==> src/hw/mfr_consts.svh <==
// Constants of the tone receiver card port logic: widths, offsets, fields,
// reset values and timing figures. Included by the package and the top module.
`ifndef MFR_CONSTS_SVH
`define MFR_CONSTS_SVH

// ----------------------------------------------------------------------------
// Widths
// ----------------------------------------------------------------------------
`define MFR_PORTS          8
`define MFR_PORT_IDX_W     3
`define MFR_SLOT_W         8
`define MFR_DIGIT_W        4
`define MFR_CARD_ADDR_W    8
`define MFR_CPU_ADDR_W     16
`define MFR_CPU_DATA_W     8
`define MFR_LED_W          3

// ----------------------------------------------------------------------------
// Processor address map
// ----------------------------------------------------------------------------
`define MFR_STAT_BASE      16'h0000
`define MFR_STAT_LAST      16'h0007
`define MFR_LED_ADDR       16'h0010
`define MFR_SLOT_BASE      16'h0020
`define MFR_SLOT_LAST      16'h0027
`define MFR_BUSSEL_ADDR    16'h0030

// ----------------------------------------------------------------------------
// Field positions
// ----------------------------------------------------------------------------
`define MFR_STAT_VALID_BIT 7
`define MFR_LED_RED_BIT    0
`define MFR_LED_YEL_BIT    1
`define MFR_LED_GRN_BIT    2

// ----------------------------------------------------------------------------
// Digit codes seen on the detector inputs and in the status words
// ----------------------------------------------------------------------------
`define MFR_DIG_NONE       4'h0
`define MFR_DIG_ZERO       4'hA
`define MFR_DIG_KP         4'hB
`define MFR_DIG_ST         4'hC
`define MFR_DIG_STP        4'hD
`define MFR_DIG_STP2       4'hE
`define MFR_DIG_STP3       4'hF

// ----------------------------------------------------------------------------
// Reset values
// ----------------------------------------------------------------------------
`define MFR_LED_RST        3'h0
`define MFR_QUIET_SLOT     8'h00
`define MFR_BUSSEL_RST     8'h00
`define MFR_STAT_RST       8'h00

// ----------------------------------------------------------------------------
// Timing
// ----------------------------------------------------------------------------
`define MFR_CLK_HZ         64'd125000000
`define MFR_TONE_MIN_MS    64'd40
`define MFR_MS_PER_S       64'd1000
`define MFR_QUAL_CYC       ((`MFR_TONE_MIN_MS * `MFR_CLK_HZ + `MFR_MS_PER_S - 64'd1) / `MFR_MS_PER_S)
`define MFR_CODEC_LO_HZ    64'd1544000
`define MFR_CODEC_HI_HZ    64'd2048000
`define MFR_NCO_W          32
`define MFR_NCO_INC(f)     ((f << `MFR_NCO_W) / `MFR_CLK_HZ)

`endif

==> src/hw/mfr_pkg.sv <==
// Types shared by the tone receiver card port logic.
// Assumes mfr_consts.svh is on the include path.
package mfr_pkg;
  `include "mfr_consts.svh"

  // Per-port digit qualifier state
  typedef enum logic [1:0] {
    DET_QUIET_OK,
    DET_TONE_QUAL,
    DET_TONE_ON,
    DET_QUIET_QUAL
  } mfr_det_e;

  // Poll scanner state
  typedef enum logic [1:0] {
    SCAN_IDLE,
    SCAN_RUN,
    SCAN_END
  } mfr_scan_e;

  // One time slot on both PCM data buses
  typedef struct packed {
    logic [`MFR_SLOT_W-1:0] slot;
    logic [`MFR_SLOT_W-1:0] data_a;
    logic [`MFR_SLOT_W-1:0] data_b;
  } mfr_pcm_s;

  // One status change report to the bus controller
  typedef struct packed {
    logic                                        end_mark;
    logic [`MFR_CARD_ADDR_W+`MFR_PORT_IDX_W-1:0] port_addr;
    logic [`MFR_DIGIT_W-1:0]                     digit;
  } mfr_rpt_s;
endpackage

==> src/hw/mfr_pair_buf.sv <==
// Two-entry buffer with valid and ready on both sides.
// Assumes one clock and a synchronous active-low reset; head is oldest entry.
`timescale 1ns/1ps
module mfr_pair_buf #(
  parameter int W = 8
) (
  // Clock and reset
  input  wire logic         ref_clk,
  input  wire logic         rstn,
  // Filling side
  input  wire logic         in_valid,
  output logic              in_ready,
  input  wire logic [W-1:0] in_data,
  // Draining side
  input  wire logic         out_ready,
  output logic              out_valid,
  output logic [W-1:0]      out_data
);
  logic [1:0]   count;
  logic [W-1:0] tail;
  logic         push;
  logic         pop;

  // Handshakes
  assign in_ready = (count != 2'd2);
  assign push     = in_valid & in_ready;
  assign pop      = out_valid & out_ready;

  // Entry count and output valid
  always_ff @(posedge ref_clk) begin
    if (!rstn) begin
      count     <= 2'd0;
      out_valid <= 1'b0;
    end else begin
      count     <= count + {1'b0, push} - {1'b0, pop};
      out_valid <= (count + {1'b0, push} - {1'b0, pop}) != 2'd0;
    end
  end

  // Data movement
  always_ff @(posedge ref_clk) begin
    if (!rstn) begin
      out_data <= '0;
      tail     <= '0;
    end else if (pop) begin
      if (push && count == 2'd1) begin
        out_data <= in_data;
      end else begin
        out_data <= tail;
        if (push) begin
          tail <= in_data;
        end
      end
    end else if (push) begin
      if (count == 2'd0) begin
        out_data <= in_data;
      end else begin
        tail <= in_data;
      end
    end
  end
endmodule

==> src/hw/mfr_port_logic.sv <==
// Port logic of the eight-port tone receiver card: slot capture, digit
// qualification, status words, poll reports, LEDs, codec jumpers.
// Assumes all inputs synchronous to ref_clk; detector hybrids drive tone inputs.
//
// Summary of operation
// RULE1 - Every port captures any slot from either PCM bus independently.
// RULE2 - Slot and bus per port come from its configured slot and bus select.
// RULE3 - Controller reassigns an unused port to a quiet slot.
// RULE4 - Card takes eight consecutive port addresses from its slot position.
// RULE5 - Status reports one of fifteen digits: 0-9, KP, ST, STP, STP2, STP3.
// RULE6 - Port status is read at addresses 0000 to 0007 in port order.
// RULE7 - Three LEDs follow a writable register; zero lights, one darkens.
// RULE8 - Firmware lights red, yellow, green for major, minor, standby.
// RULE9 - On a poll the card reports status changes since the last report.
// RULE10 - Companding jumper picks mu-law at U, A-law at A; mu-law default.
// RULE11 - Codec clock jumper picks 1.544 or 2.048 MHz; 1.544 default.
// RULE12 - Digit needs 40 ms of tone, and 40 ms of quiet between digits.
// RULE13 - Status holds valid flag and digit; set on detection, cleared on read.
// RULE14 - Reset selects quiet slots, clears status, lights all LEDs.
`timescale 1ns/1ps
`include "mfr_consts.svh"
module mfr_port_logic
  import mfr_pkg::*;
#(
  parameter int QUAL_CYCLES = int'(`MFR_QUAL_CYC)
) (
  // Clock and reset
  input  wire logic                                           ref_clk,
  input  wire logic                                           rstn,
  // Card slot position and jumpers
  input  wire logic [`MFR_CARD_ADDR_W-1:0]                    card_addr,
  input  wire logic                                           companding_select_jumper,
  input  wire logic                                           codec_clock_jumper,
  // PCM time slot buses
  input  wire logic                                           pcm_strobe,
  input  wire mfr_pcm_s                                       pcm_in,
  // Codec side, one sample per port
  output logic [`MFR_PORTS-1:0]                               codec_load,
  output logic [`MFR_PORTS-1:0][`MFR_SLOT_W-1:0]              codec_data,
  output logic                                                codec_alaw,
  output logic                                                codec_clk,
  // Receiver hybrid outputs
  input  wire logic [`MFR_PORTS-1:0]                          tone_present,
  input  wire logic [`MFR_PORTS-1:0][`MFR_DIGIT_W-1:0]        tone_digit,
  // Card processor memory bus
  input  wire logic [`MFR_CPU_ADDR_W-1:0]                     cpu_addr,
  input  wire logic                                           cpu_rd,
  input  wire logic                                           cpu_wr,
  input  wire logic [`MFR_CPU_DATA_W-1:0]                     cpu_wdata,
  output logic [`MFR_CPU_DATA_W-1:0]                          cpu_rdata,
  // Poll and reports to the central bus controller
  input  wire logic                                           poll_req,
  input  wire logic                                           rpt_ready,
  output logic                                                rpt_valid,
  output mfr_rpt_s                                            rpt_data,
  // Card address block and front panel
  output logic [`MFR_CARD_ADDR_W-1:0]                         port_base,
  output logic                                                led_red_n,
  output logic                                                led_yellow_n,
  output logic                                                led_green_n
);
  localparam int CW = $clog2(QUAL_CYCLES + 1);
  localparam logic [CW-1:0] QUAL_LAST = CW'(QUAL_CYCLES - 1);
  localparam logic [`MFR_NCO_W-1:0] INC_LO = `MFR_NCO_W'(`MFR_NCO_INC(`MFR_CODEC_LO_HZ));
  localparam logic [`MFR_NCO_W-1:0] INC_HI = `MFR_NCO_W'(`MFR_NCO_INC(`MFR_CODEC_HI_HZ));

  // ---------------------------------------------------------------------------
  // Declarations
  // ---------------------------------------------------------------------------
  logic [`MFR_PORTS-1:0][`MFR_SLOT_W-1:0]  cfg_slot;
  logic [`MFR_PORTS-1:0]                   cfg_bus_b;
  logic [`MFR_LED_W-1:0]                   led_reg;
  mfr_det_e                                det_state [`MFR_PORTS];
  logic [CW-1:0]                           det_cnt   [`MFR_PORTS];
  logic [`MFR_PORTS-1:0][`MFR_DIGIT_W-1:0] det_cand;
  logic [`MFR_PORTS-1:0]                   det_evt;
  logic [`MFR_PORTS-1:0]                   stat_valid;
  logic [`MFR_PORTS-1:0][`MFR_DIGIT_W-1:0] stat_digit;
  logic [`MFR_PORTS-1:0]                   pending;
  logic                                    base_taken;
  logic [`MFR_NCO_W-1:0]                   nco_acc;
  mfr_scan_e                               scan_state;
  logic [`MFR_PORT_IDX_W-1:0]              scan_idx;
  logic                                    buf_in_valid;
  logic                                    buf_in_ready;
  mfr_rpt_s                                buf_in_data;
  logic                                    scan_take;
  logic                                    stat_rd;
  logic [`MFR_PORT_IDX_W-1:0]              rd_port;

  // True when an address falls in the status port range
  function automatic logic is_stat(input logic [`MFR_CPU_ADDR_W-1:0] a);
    return (a - `MFR_STAT_BASE) <= (`MFR_STAT_LAST - `MFR_STAT_BASE);
  endfunction

  // Digit code carried by a hybrid output: zero means no digit
  function automatic logic is_digit(input logic [`MFR_DIGIT_W-1:0] d);
    return d != `MFR_DIG_NONE;
  endfunction

  assign stat_rd = cpu_rd && is_stat(cpu_addr);
  assign rd_port = cpu_addr[`MFR_PORT_IDX_W-1:0];

  // ---------------------------------------------------------------------------
  // Processor writes: LEDs, slot and bus selection
  // ---------------------------------------------------------------------------
  // LED register, zero lights an LED
  always_ff @(posedge ref_clk) begin
    if (!rstn) begin
      led_reg <= `MFR_LED_RST; // RULE14
    end else if (cpu_wr && cpu_addr == `MFR_LED_ADDR) begin
      led_reg <= cpu_wdata[`MFR_LED_W-1:0]; // RULE7
    end
  end

  // LED pins follow the register bit for bit
  always_ff @(posedge ref_clk) begin
    if (!rstn) begin
      led_red_n    <= 1'b0;
      led_yellow_n <= 1'b0;
      led_green_n  <= 1'b0;
    end else begin
      led_red_n    <= led_reg[`MFR_LED_RED_BIT]; // RULE7
      led_yellow_n <= led_reg[`MFR_LED_YEL_BIT];
      led_green_n  <= led_reg[`MFR_LED_GRN_BIT];
    end
  end

  // Per-port slot and bus selection
  always_ff @(posedge ref_clk) begin
    if (!rstn) begin
      cfg_slot  <= {`MFR_PORTS{`MFR_QUIET_SLOT}}; // RULE14
      cfg_bus_b <= `MFR_BUSSEL_RST;
    end else if (cpu_wr) begin
      if (cpu_addr >= `MFR_SLOT_BASE && cpu_addr <= `MFR_SLOT_LAST) begin
        cfg_slot[cpu_addr[`MFR_PORT_IDX_W-1:0]] <= cpu_wdata; // RULE2
      end
      if (cpu_addr == `MFR_BUSSEL_ADDR) begin
        cfg_bus_b <= cpu_wdata; // RULE2
      end
    end
  end

  // ---------------------------------------------------------------------------
  // Slot capture
  // ---------------------------------------------------------------------------
  // Each port compares the passing slot with its own choice
  always_ff @(posedge ref_clk) begin
    if (!rstn) begin
      codec_load <= '0;
      codec_data <= '0;
    end else begin
      for (int p = 0; p < `MFR_PORTS; p++) begin
        codec_load[p] <= pcm_strobe && (pcm_in.slot == cfg_slot[p]); // RULE1
        if (pcm_strobe && pcm_in.slot == cfg_slot[p]) begin
          codec_data[p] <= cfg_bus_b[p] ? pcm_in.data_b : pcm_in.data_a; // RULE2
        end
      end
    end
  end

  // ---------------------------------------------------------------------------
  // Jumpers and codec clock
  // ---------------------------------------------------------------------------
  // Companding law, low is mu-law
  always_ff @(posedge ref_clk) begin
    if (!rstn) begin
      codec_alaw <= 1'b0;
    end else begin
      codec_alaw <= companding_select_jumper; // RULE10
    end
  end

  // Phase accumulator making the chosen codec clock
  always_ff @(posedge ref_clk) begin
    if (!rstn) begin
      nco_acc   <= '0;
      codec_clk <= 1'b0;
    end else begin
      nco_acc   <= nco_acc + (codec_clock_jumper ? INC_HI : INC_LO); // RULE11
      codec_clk <= nco_acc[`MFR_NCO_W-1];
    end
  end

  // Card address block caught once after reset release
  always_ff @(posedge ref_clk) begin
    if (!rstn) begin
      base_taken <= 1'b0;
      port_base  <= '0;
    end else if (!base_taken) begin
      base_taken <= 1'b1;
      port_base  <= card_addr; // RULE4
    end
  end

  // ---------------------------------------------------------------------------
  // Digit qualification
  // ---------------------------------------------------------------------------
  // Tone and quiet must each hold for the full qualifying time
  always_ff @(posedge ref_clk) begin
    if (!rstn) begin
      det_evt  <= '0;
      det_cand <= '0;
      for (int p = 0; p < `MFR_PORTS; p++) begin
        det_state[p] <= DET_QUIET_OK;
        det_cnt[p]   <= '0;
      end
    end else begin
      det_evt <= '0;
      for (int p = 0; p < `MFR_PORTS; p++) begin
        unique case (det_state[p])
          DET_QUIET_OK: begin
            if (tone_present[p] && is_digit(tone_digit[p])) begin
              det_state[p] <= DET_TONE_QUAL;
              det_cand[p]  <= tone_digit[p];
              det_cnt[p]   <= '0;
            end
          end
          DET_TONE_QUAL: begin
            if (!tone_present[p] || tone_digit[p] != det_cand[p]) begin
              det_state[p] <= DET_QUIET_QUAL; // RULE12
              det_cnt[p]   <= '0;
            end else if (det_cnt[p] == QUAL_LAST) begin
              det_state[p] <= DET_TONE_ON; // RULE12
              det_evt[p]   <= 1'b1;
            end else begin
              det_cnt[p] <= det_cnt[p] + 1'b1;
            end
          end
          DET_TONE_ON: begin
            if (!tone_present[p]) begin
              det_state[p] <= DET_QUIET_QUAL;
              det_cnt[p]   <= '0;
            end
          end
          DET_QUIET_QUAL: begin
            if (tone_present[p]) begin
              det_cnt[p] <= '0; // RULE12
            end else if (det_cnt[p] == QUAL_LAST) begin
              det_state[p] <= DET_QUIET_OK; // RULE12
            end else begin
              det_cnt[p] <= det_cnt[p] + 1'b1;
            end
          end
        endcase
      end
    end
  end

  // ---------------------------------------------------------------------------
  // Status words and processor reads
  // ---------------------------------------------------------------------------
  // Valid flag set by a detection, cleared by a read; set wins
  always_ff @(posedge ref_clk) begin
    if (!rstn) begin
      stat_valid <= '0; // RULE14
      stat_digit <= '0;
    end else begin
      for (int p = 0; p < `MFR_PORTS; p++) begin
        if (det_evt[p]) begin
          stat_valid[p] <= 1'b1; // RULE13
          stat_digit[p] <= det_cand[p]; // RULE5
        end else if (stat_rd && rd_port == p[`MFR_PORT_IDX_W-1:0]) begin
          stat_valid[p] <= 1'b0; // RULE13
        end
      end
    end
  end

  // Read data, registered one cycle after the strobe
  always_ff @(posedge ref_clk) begin
    if (!rstn) begin
      cpu_rdata <= `MFR_STAT_RST;
    end else if (cpu_rd) begin
      if (is_stat(cpu_addr)) begin
        cpu_rdata <= {stat_valid[rd_port], 3'h0, stat_digit[rd_port]}; // RULE6
      end else if (cpu_addr == `MFR_LED_ADDR) begin
        cpu_rdata <= {5'h00, led_reg};
      end else if (cpu_addr >= `MFR_SLOT_BASE && cpu_addr <= `MFR_SLOT_LAST) begin
        cpu_rdata <= cfg_slot[rd_port];
      end else if (cpu_addr == `MFR_BUSSEL_ADDR) begin
        cpu_rdata <= cfg_bus_b;
      end else begin
        cpu_rdata <= 8'h00;
      end
    end
  end

  // ---------------------------------------------------------------------------
  // Poll scanner and report buffer
  // ---------------------------------------------------------------------------
  assign scan_take    = (scan_state == SCAN_RUN) && pending[scan_idx] && buf_in_ready;
  assign buf_in_valid = ((scan_state == SCAN_RUN) && pending[scan_idx]) || (scan_state == SCAN_END);

  // Report word: port entry or end marker
  always_comb begin
    buf_in_data           = '0;
    buf_in_data.end_mark  = (scan_state == SCAN_END);
    buf_in_data.port_addr = {port_base, scan_idx}; // RULE4
    buf_in_data.digit     = stat_digit[scan_idx];
  end

  // Changes not yet reported; a new detection outlives the report
  always_ff @(posedge ref_clk) begin
    if (!rstn) begin
      pending <= '0;
    end else begin
      for (int p = 0; p < `MFR_PORTS; p++) begin
        if (det_evt[p]) begin
          pending[p] <= 1'b1; // RULE9
        end else if (scan_take && scan_idx == p[`MFR_PORT_IDX_W-1:0]) begin
          pending[p] <= 1'b0;
        end
      end
    end
  end

  // Walk all ports on a poll, then close with an end marker
  always_ff @(posedge ref_clk) begin
    if (!rstn) begin
      scan_state <= SCAN_IDLE;
      scan_idx   <= '0;
    end else begin
      unique case (scan_state)
        SCAN_IDLE: begin
          if (poll_req) begin
            scan_state <= SCAN_RUN; // RULE9
            scan_idx   <= '0;
          end
        end
        SCAN_RUN: begin
          if (!pending[scan_idx] || buf_in_ready) begin
            scan_idx <= scan_idx + 1'b1;
            if (scan_idx == `MFR_PORT_IDX_W'(`MFR_PORTS - 1)) begin
              scan_state <= SCAN_END;
            end
          end
        end
        SCAN_END: begin
          if (buf_in_ready) begin
            scan_state <= SCAN_IDLE;
          end
        end
        default: begin
          scan_state <= SCAN_IDLE;
        end
      endcase
    end
  end

  // Report buffer toward the bus controller
  mfr_pair_buf #(
    .W ($bits(mfr_rpt_s))
  ) u_rpt_buf (
    .ref_clk   (ref_clk),
    .rstn      (rstn),
    .in_valid  (buf_in_valid),
    .in_ready  (buf_in_ready),
    .in_data   (buf_in_data),
    .out_ready (rpt_ready),
    .out_valid (rpt_valid),
    .out_data  (rpt_data)
  );
endmodule

==> config.mk <==
export PLATFORM = sky130hd
export DESIGN_NAME = mfr_port_logic
export DESIGN_NICKNAME = d
export VERILOG_FILES = /design/src/hw/mfr_pkg.sv /design/src/hw/mfr_pair_buf.sv /design/src/hw/mfr_port_logic.sv
export VERILOG_INCLUDE_DIRS = /design/src /design/src/hw
export SDC_FILE = /design/constraint.sdc
export NUM_CORES = 1
export LEC_CHECK = 0
export BUFFER_PORTS_ARGS = -buffer_cell sky130_fd_sc_hd__clkbuf_2
export CAP_MARGIN = 20
export CORE_MARGIN = 5
export CORE_UTILIZATION = 55
export CTS_CLUSTER_DIAMETER = 60
export DETAILED_ROUTE_END_ITERATION = 16
export PLACE_DENSITY_LB_ADDON = 0.05
export SYNTH_ARGS = -nofsm -noshare
export SYNTH_HDL_FRONTEND = slang
export SYNTH_SLANG_ARGS = --single-unit
==> constraint.sdc <==
create_clock -name ref_clk -period 9.6 [get_ports ref_clk]
set_clock_uncertainty 0.2 [all_clocks]
set_input_delay 1.92 -clock ref_clk [delete_from_list [all_inputs] [get_ports ref_clk]]
set_output_delay 1.92 -clock ref_clk [all_outputs]
set_load 0.01 [all_outputs]
Word-level counts from Yosys, hierarchy flattened
Memories as Yosys holds them, arrays and structs flattened. Index checks and enable logic that the tools add are counted.

Add/sub/neg operators: 12. $lt $le $gt $ge: 6. Equal/unequal tests: 74. Muxes and demuxes: 437. Bitwise operators: 90. Reduce and logical (&&, ||, !) cells: 112.

Operator list (number): 2-to-1 mux 23 bit (48); 2-to-1 mux 1 bit (308); adder 23 x 1 -> 23 bit, second input constant (8); == test 23 bit, second input constant (8); 2-to-1 mux 16 bit (9); 2-to-1 mux 8 bit (14); 2-to-1 mux 2 bit (44); OR 1 bit (88); bitwise mux 64 bit (1); == test 8 bit (8); nonzero test 2 bit (20); logical AND 1 bit (39); == test 2 bit, second input constant (17); adder 32 x 27 -> 32 bit (1); != test 4 bit (8); nonzero test 4 bit (8); 2-to-1 mux 27 bit (1); binary-select mux 4 bit (select 3 bit) (2); binary-select mux 8 bit (select 3 bit) (1); demux 8 bit (select 3 bit) (1); == test 3 bit, second input constant (8); AND reduction 2 bit (11); == test 2 x 1 -> 1 bit, second input constant (10); zero test 2 bit (10); 25 further kinds (58).

Flip-flop bits (word level): 329. Memory bits (writable): 200. Bits of input ports: 105. Output and inout bits: 110. Logic and storage cells: 800. Memories: 2.

Memory list: det_cnt (words 8, bits a word 23, rd ports 8, clocked after Yosys merged registers in 0, wr ports 8, RTL line mfr_port_logic.sv:74) `` logic [CW-1:0] det_cnt [`MFR_PORTS]; ``; det_state (words 8, bits a word 2, rd ports 8, clocked after Yosys merged registers in 0, wr ports 8, RTL line mfr_port_logic.sv:73) `` mfr_det_e det_state [`MFR_PORTS]; ``.

Logic depth before layout (Yosys ltp)
Gate-level depths: netlist (run 1).

Depth after elaboration: 12. Depth in mapped cells: 11.

Cells and area by module
A second synthesis (run 1) with hierarchy kept.

Cell total of the unflattened synthesis: 2833. Area, all modules: 26912.1 um^2.

By module, submodules not included: mfr_port_logic (times used 1, cells an instance 2647, area an instance 25156.6 um^2, sequential area each 11851.4 um^2); mfr_pair_buf (times used 1, cells an instance 186, area an instance 1755.4 um^2, sequential area each 700.7 um^2).

Least setup slack after synthesis (run 1)
OpenSTA, ideal clock, no wires.

Path kind: input port to flip-flop. Start point: in tone_digit[15] (netlist name). End point: mem det_cnt[0][69] (netlist name), enable pin. Setup time: 384 ps. Data arrival time: 3856 ps. Path slack: 5161 ps. Cell stages on the path: 5. Path buffers: 0. Cells stage by stage: a222oi_1 or4b_2 o21ai_0 nand4b_1 nand3_1.

RTL lines: start: declaration (RTL line mfr_port_logic.sv:44) `` input wire logic [`MFR_PORTS-1:0][`MFR_DIGIT_W-1:0] tone_digit, ``; end: declaration (RTL line mfr_port_logic.sv:74).

==> results_dict.tcl, run 1 <==
set metrics [dict create \
    max_stage_delay_ns 0.83 \
    largest_reg_flops 184 \
    r2r_cells 7 \
    fmaxAchievable_ghz 0.2043 \
    insertion_delay_ns 0.60 \
    setup_slack_ns 4.704 \
    grt-ovfl-total 0 \
    cp_cell_sequence "clkbuf_2 > a222oi_1 > or4b_2 > o21ai_0 > nand4b_1 > nand3_1 > buf_8" \
    tritoncts.num_buffers 57 \
    initial_util_pct 55.71 \
    yosysUniqueCellTypes 69 \
    worstReg2RegEnd "det_cnt[0][84]" \
    power.density_cell_area_nw_per_um2 210.2 \
    synth.avg_cell_area_um2 9.637 \
    design.core.area_um2 47750 \
    mostFrequentLayoutCell "nor2_1" \
    result_of_the_run "completed" \
    rows 80 \
    initialDrtViolationCount 1361 \
    antenna_found_initial 4 \
    report.final.hold_viol_count 0 \
    fp.dieArea_um2 52860 \
    cts.root.buffer_cell "clkbuf_16" \
    yosysSeqAreaShare_pct 47.19 \
    hold_depth 1 \
    clock_path_buffers 3 \
    cp_num_buf_inv 2 \
    place_inst 3454 \
    vias 20420 \
    synth_top_flop_cell "dfxtp_1" \
    synth_enable_flop_cells 200 \
    cts_post_setup_buffers_inserted 0 \
    cp_data_required_time_ns 9.70 \
    mappedNetlistArea_um2 26600 \
    setup-violations-final 0 \
    postRouteWirelength_mm 64.18 \
    hp-start "scan_state[1]" \
    most-common-layout-cells "nor2_1 (460), dfxtp_1 (327), nand2_1 (277)" \
    numClockSinks 527 \
    max_flop_register "det_cnt" \
    min_path_type "reg2reg" \
    top_regs "det_cnt (184), cfg_slot (64), codec_data (64)" \
    dieHeight_um 229.9 \
    final_design_area_no_fill_um2 30060 \
    critical_path.endpoint_type "register" \
    drt_antenna_net_count 0 \
    slew_headroom_pct 28.75 \
    postSynth.asyncResetShare_pct 0 \
    wl_per_cell_um 17.96 \
    final.period_utilization_pct 51.00 \
    worstSetupPathType "in2reg" \
    remaining_drc_errors 0 \
    power.ir.vdd_worst_uv 180.9 \
    worst-path-max-fanout 24 \
    placed_area_um2 27980 \
    i_o_pin_count 215 \
    data_arrival_time_at_the_worst_slack_endpoint_ns 4.99 \
    area_growth_pct 13.02 \
    grt_use_total_pct 23.53 \
    yosys_register_bits 527 \
    synth-warning-count 0 \
    chipWidth_um 229.9 \
    cts_repair_resize_count 0 \
    place_ws_ns 3.738 \
    clock_slew_at_the_register_clock_pins_of_the_worst_setup_and_hold_paths_ns 0.06 \
    setup.reg_to_reg.worst_slack_ns 5.61 \
    timing.max_cap.violations 0 \
    worst_hold_path.endpoint "scan_state[0]" \
    fillerInstances 3985 \
    first_global_vias 19990 \
    vias_per_cell 5.714 \
    critPathTopFamily "simple AND/OR/NAND/NOR gates" \
    final_max_slew_viol_count 0 \
    fin_cells 3574 \
    syn-instance-count 2760 \
    maximum_number_of_pins_on_one_net_before_global_route_repair 172 \
    cts-htree-levels 2 \
    grt_first_pass_wirelength_mm 104.0 \
    place.detailed.hpwl_mm 45.43 \
    io_buffers 214 \
    postCtsHoldBufs 0 \
    drive_above_1_share_pct 15.67 \
    timing.final.crit_period_ns 4.896 \
    fin_nets 3041 \
    finalWeightedCongestion 0.8877 \
    critical_path.slowest_cell "nand4b_1" \
    p_leak_nw 10.93 \
    rsz0062_at_grt "no" \
    timing.setup.tns_ns 0 \
    cts_tree "built" \
    critPathLaunchType "input port" \
    drt_first_pass_iters 5 \
    syn-num-nets 2895 \
    reg2reg_from "det_cand[15]" \
    tightest_slew_ns 1.055 \
]
-- power by group --
part / internal, W / total (W) / switching [W]
Clock: 0.00136 / 0.00225 / 0.000892
Combinational: 0.000421 / 0.000962 / 0.000541
Sequential: 0.00273 / 0.00311 / 0.000381
-- per-stage QoR --
stage | utilization [%] | hold WS [ns] | power [W]
floorplan | - | 0.2207 | 0.003794
global placement | 58.55 | 0.2308 | 0.004046
detailed placement | 58.61 | 0.2437 | 0.004089
CTS | 62.76 | 0.2505 | 0.006357
global route | 62.95 | 0.2877 | 0.006632
finish | 62.96 | 0.2456 | 0.006320
-- worst max-delay path by stage --
stage	from	to	depth (start not counted)
global route	tone_digit[15]	det_cnt[0][79]	7
finish	tone_digit[15]	det_cnt[0][84]	7
floorplan	tone_digit[15]	det_cnt[0][69]	5
global placement	tone_digit[15]	det_cnt[0][86]	6
CTS	tone_digit[12]	det_cnt[0][88]	6
detailed placement	tone_digit[12]	det_cnt[0][82]	6
-- per-layer routing --
metal  GRT usage [%]  part of all wire (%)  vias up
met5               0                 0.017        -
met4           6.538                   2.2        2
met3           3.294                   4.9      104
met2           40.20                    49      472
met1           31.59                    44     9851
li1                -                     -     9992
-- worst reg2reg max path, stage by stage, from the launching register on --
cell	delay [ns]
dfxtp_1	0.42
inv_1	0.08
a222oi_1	0.34
or4b_2	0.67
o21ai_0	0.27
nand4b_1	0.83
nand3_1	0.63
buf_8	0.24
-- area by class of cell --
cell class	instances	area, µm²	share of cell area (%)
diodes	4	10.01	0.03330
clock buffers	94	1878	6.247
clock inverters	14	105.1	0.3496
inverters	53	206.4	0.6867
multi-input cells	2028	13240	44.04
flip-flops and latches	527	12550	41.75
well taps	615	769.5	2.560
repair buffers	239	1301	4.328
-- synthesized netlist by cell type, types with 43 or more instances --
cell      count  share of area [%]
nor2_1      461                6.5
a21oi_1     139                2.6
inv_1        51               0.72
xor2_1      169                5.6
edfxtp_1    200                 23
nand4_1      55                1.3
mux2_2       75                3.2
xnor2_1     111                3.7
dfxtp_1     327                 25
mux2i_1     170                6.4
nand3_1     117                2.2
o21ai_0      50               0.94
nor3_1       43               0.81
nand2_1     277                3.9
clkbuf_1    122                1.7
-- kinds of logic (layout without fill, tap and decap cells) --
| logic type | count (synthesis) | count (layout) | share of synthesized area, % |
|---|---|---|---|
| AO/OA/AOI/OAI | 282 | 282 | 6.388 |
| XOR/XNOR | 280 | 280 | 9.220 |
| adder cells (fa/ha/maj) | 30 | 30 | 1.411 |
| buffers and inverters | 205 | 400 | 3.137 |
| flip-flops | 527 | 527 | 47.19 |
| multiplexers | 281 | 281 | 12.66 |
| other | 0 | 4 | 0 |
| AND/OR/NAND/NOR | 1155 | 1155 | 19.99 |
Note: power is estimated with default switching activity, not from simulation.
==> run 2: changes to the inputs <==
==> constraint.sdc (replaced) <==
create_clock -name ref_clk -period 5.05 [get_ports ref_clk]
set_clock_uncertainty 0.2 [all_clocks]
set_input_delay 1.01 -clock ref_clk [delete_from_list [all_inputs] [get_ports ref_clk]]
set_output_delay 1.01 -clock ref_clk [all_outputs]
set_load 0.01 [all_outputs]
==> run 2 against run 1 <==
Compared with the run above:
- count of clock-buffer cells in the layout fell by 10
- worst setup slack got worse by 3.3 ns
- register-to-register slack got worse by 4.2 ns
- sequential share of layout area rose by 0.31 points
- via count rose by 0.36%
- die area did not move
- sequential power rose by 90%
- critical path type is now reg2reg
- largest cell class unchanged
- highest routed layer unchanged
==> results_dict.tcl, run 2 (synthesis gave the netlist of run 1 again) <==
set metrics [dict create \
    final.period_utilization_pct 72.06 \
    cts_post_setup_buffers_inserted 0 \
    rsz0062_at_grt "no" \
    wl_per_cell_um 18.26 \
    cts-htree-levels 2 \
    io_buffers 214 \
    data_arrival_time_at_the_worst_slack_endpoint_ns 3.87 \
    power.density_cell_area_nw_per_um2 391.5 \
    power.ir.vdd_worst_uv 290.3 \
    critPathTopFamily "compound AO/OA/AOI/OAI gates" \
    worst_path_most_repeated_cell "mux2i_1" \
    timing.setup.tns_ns 0 \
    utilization_pct 62.50 \
    largest_reg_flops 184 \
    cts_tree "built" \
    first_global_vias 20110 \
    report.final.hold_viol_count 0 \
    drive_above_1_share_pct 15.45 \
    rows 80 \
    final_max_slew_viol_count 0 \
    critPathLaunchType "register" \
    drt_antenna_net_count 0 \
    min_path_type "reg2reg" \
    timing.max_cap.violations 0 \
    fin_nets 3046 \
    remaining_drc_errors 0 \
    p_leak_nw 10.83 \
    result_of_the_run "completed" \
    worstSetupPathType "reg2reg" \
    i_o_pin_count 215 \
    grt_first_pass_wirelength_mm 105.7 \
    area_growth_pct 12.19 \
    most-common-layout-cells "nor2_1 (460), dfxtp_1 (327), nand2_1 (277)" \
    initial_util_pct 55.71 \
    critical_path.slowest_cell "o31ai_4" \
    cp_data_required_time_ns 5.28 \
    mostFrequentLayoutCell "nor2_1" \
    final_design_area_no_fill_um2 29840 \
    slew_headroom_pct 23.85 \
    fillerInstances 3999 \
    critical_path.endpoint_type "register" \
    antenna_found_initial 9 \
    grt-ovfl-total 0 \
    tritoncts.num_buffers 56 \
    numClockSinks 527 \
    max_stage_delay_ns 0.91 \
    fin_cells 3573 \
    vias_per_cell 5.736 \
    dieHeight_um 229.9 \
    finalWeightedCongestion 0.9004 \
    cp_num_buf_inv 0 \
    place.detailed.hpwl_mm 46.41 \
    fp.dieArea_um2 52860 \
    timing.final.crit_period_ns 3.639 \
    placed_area_um2 28050 \
    clock_path_buffers 3 \
    vias 20490 \
    worst-path-max-fanout 16 \
    initialDrtViolationCount 1329 \
    chipWidth_um 229.9 \
    fmaxAchievable_ghz 0.2748 \
    place_inst 3465 \
    postRouteWirelength_mm 65.26 \
    postCtsHoldBufs 0 \
    top_regs "det_cnt (184), cfg_slot (64), codec_data (64)" \
    drt_first_pass_iters 5 \
    tightest_slew_ns 1.128 \
    cp_cell_sequence "mux4_1 > mux2i_1 > nor3b_4 > nor2_2 > o31ai_4 > mux2i_1 > a21oi_1" \
    design.core.area_um2 47750 \
    grt_use_total_pct 24.02 \
    insertion_delay_ns 0.60 \
    cts_repair_resize_count 0 \
    clock_slew_at_the_register_clock_pins_of_the_worst_setup_and_hold_paths_ns 0.06 \
    maximum_number_of_pins_on_one_net_before_global_route_repair 98 \
    cts.root.buffer_cell "clkbuf_16" \
    setup-violations-final 0 \
    max_flop_register "det_cnt" \
]
[run 2: worst paths after layout]
check	startpoint	endpoint	slack, ns	cells past startpoint
worst min register to register	scan_state[1]	scan_state[0]	0.26	1
worst max-delay path	scan_idx[0]	u_rpt_buf.out_data[15]	1.41	7
worst min-delay path	scan_state[1]	scan_state[0]	0.26	1
worst max register to register	scan_idx[0]	u_rpt_buf.out_data[15]	1.41	7
[run 2: cell type report]
| class | instances | area, µm² | share of cell area (%) |
|---|---|---|---|
| Antenna cell | 6 | 15.01 | 0.05031 |
| Clock buffer | 84 | 1652 | 5.535 |
| Clock inverter | 15 | 101.3 | 0.3396 |
| Inverter | 53 | 206.4 | 0.6918 |
| Multi-Input combinational cell | 2028 | 13240 | 44.37 |
| Sequential cell | 527 | 12550 | 42.06 |
| Tap cell | 615 | 769.5 | 2.579 |
| Timing Repair Buffer | 245 | 1305 | 4.373 |
[run 2: report_power, final]
group	total, W	internal (W)	switching [W]
Sequential	0.00592	0.00518	0.000734
Combinational	0.00181	0.000793	0.00102
Clock	0.00395	0.00229	0.00166
Total	0.0117	0.00827	0.00341
[run 2: stage by stage]
stage	worst slack [ns]	power [W]	hold WS [ns]
after floorplan	1.521	0.007213	0.2207
after global placement	1.447	0.007709	0.2321
after detailed placement	1.329	0.007784	0.2470
after CTS	1.321	0.01177	0.2554
after global routing	1.109	0.01229	0.2879
final	1.411	0.01168	0.2640
[run 2: layer usage]
layer  routed length [µm]  global-route usage, %
met1                28400                  31.92
met2                31080                  39.95
met3                 3614                  4.268
met4                 2123                  8.294
met5                   42                      0
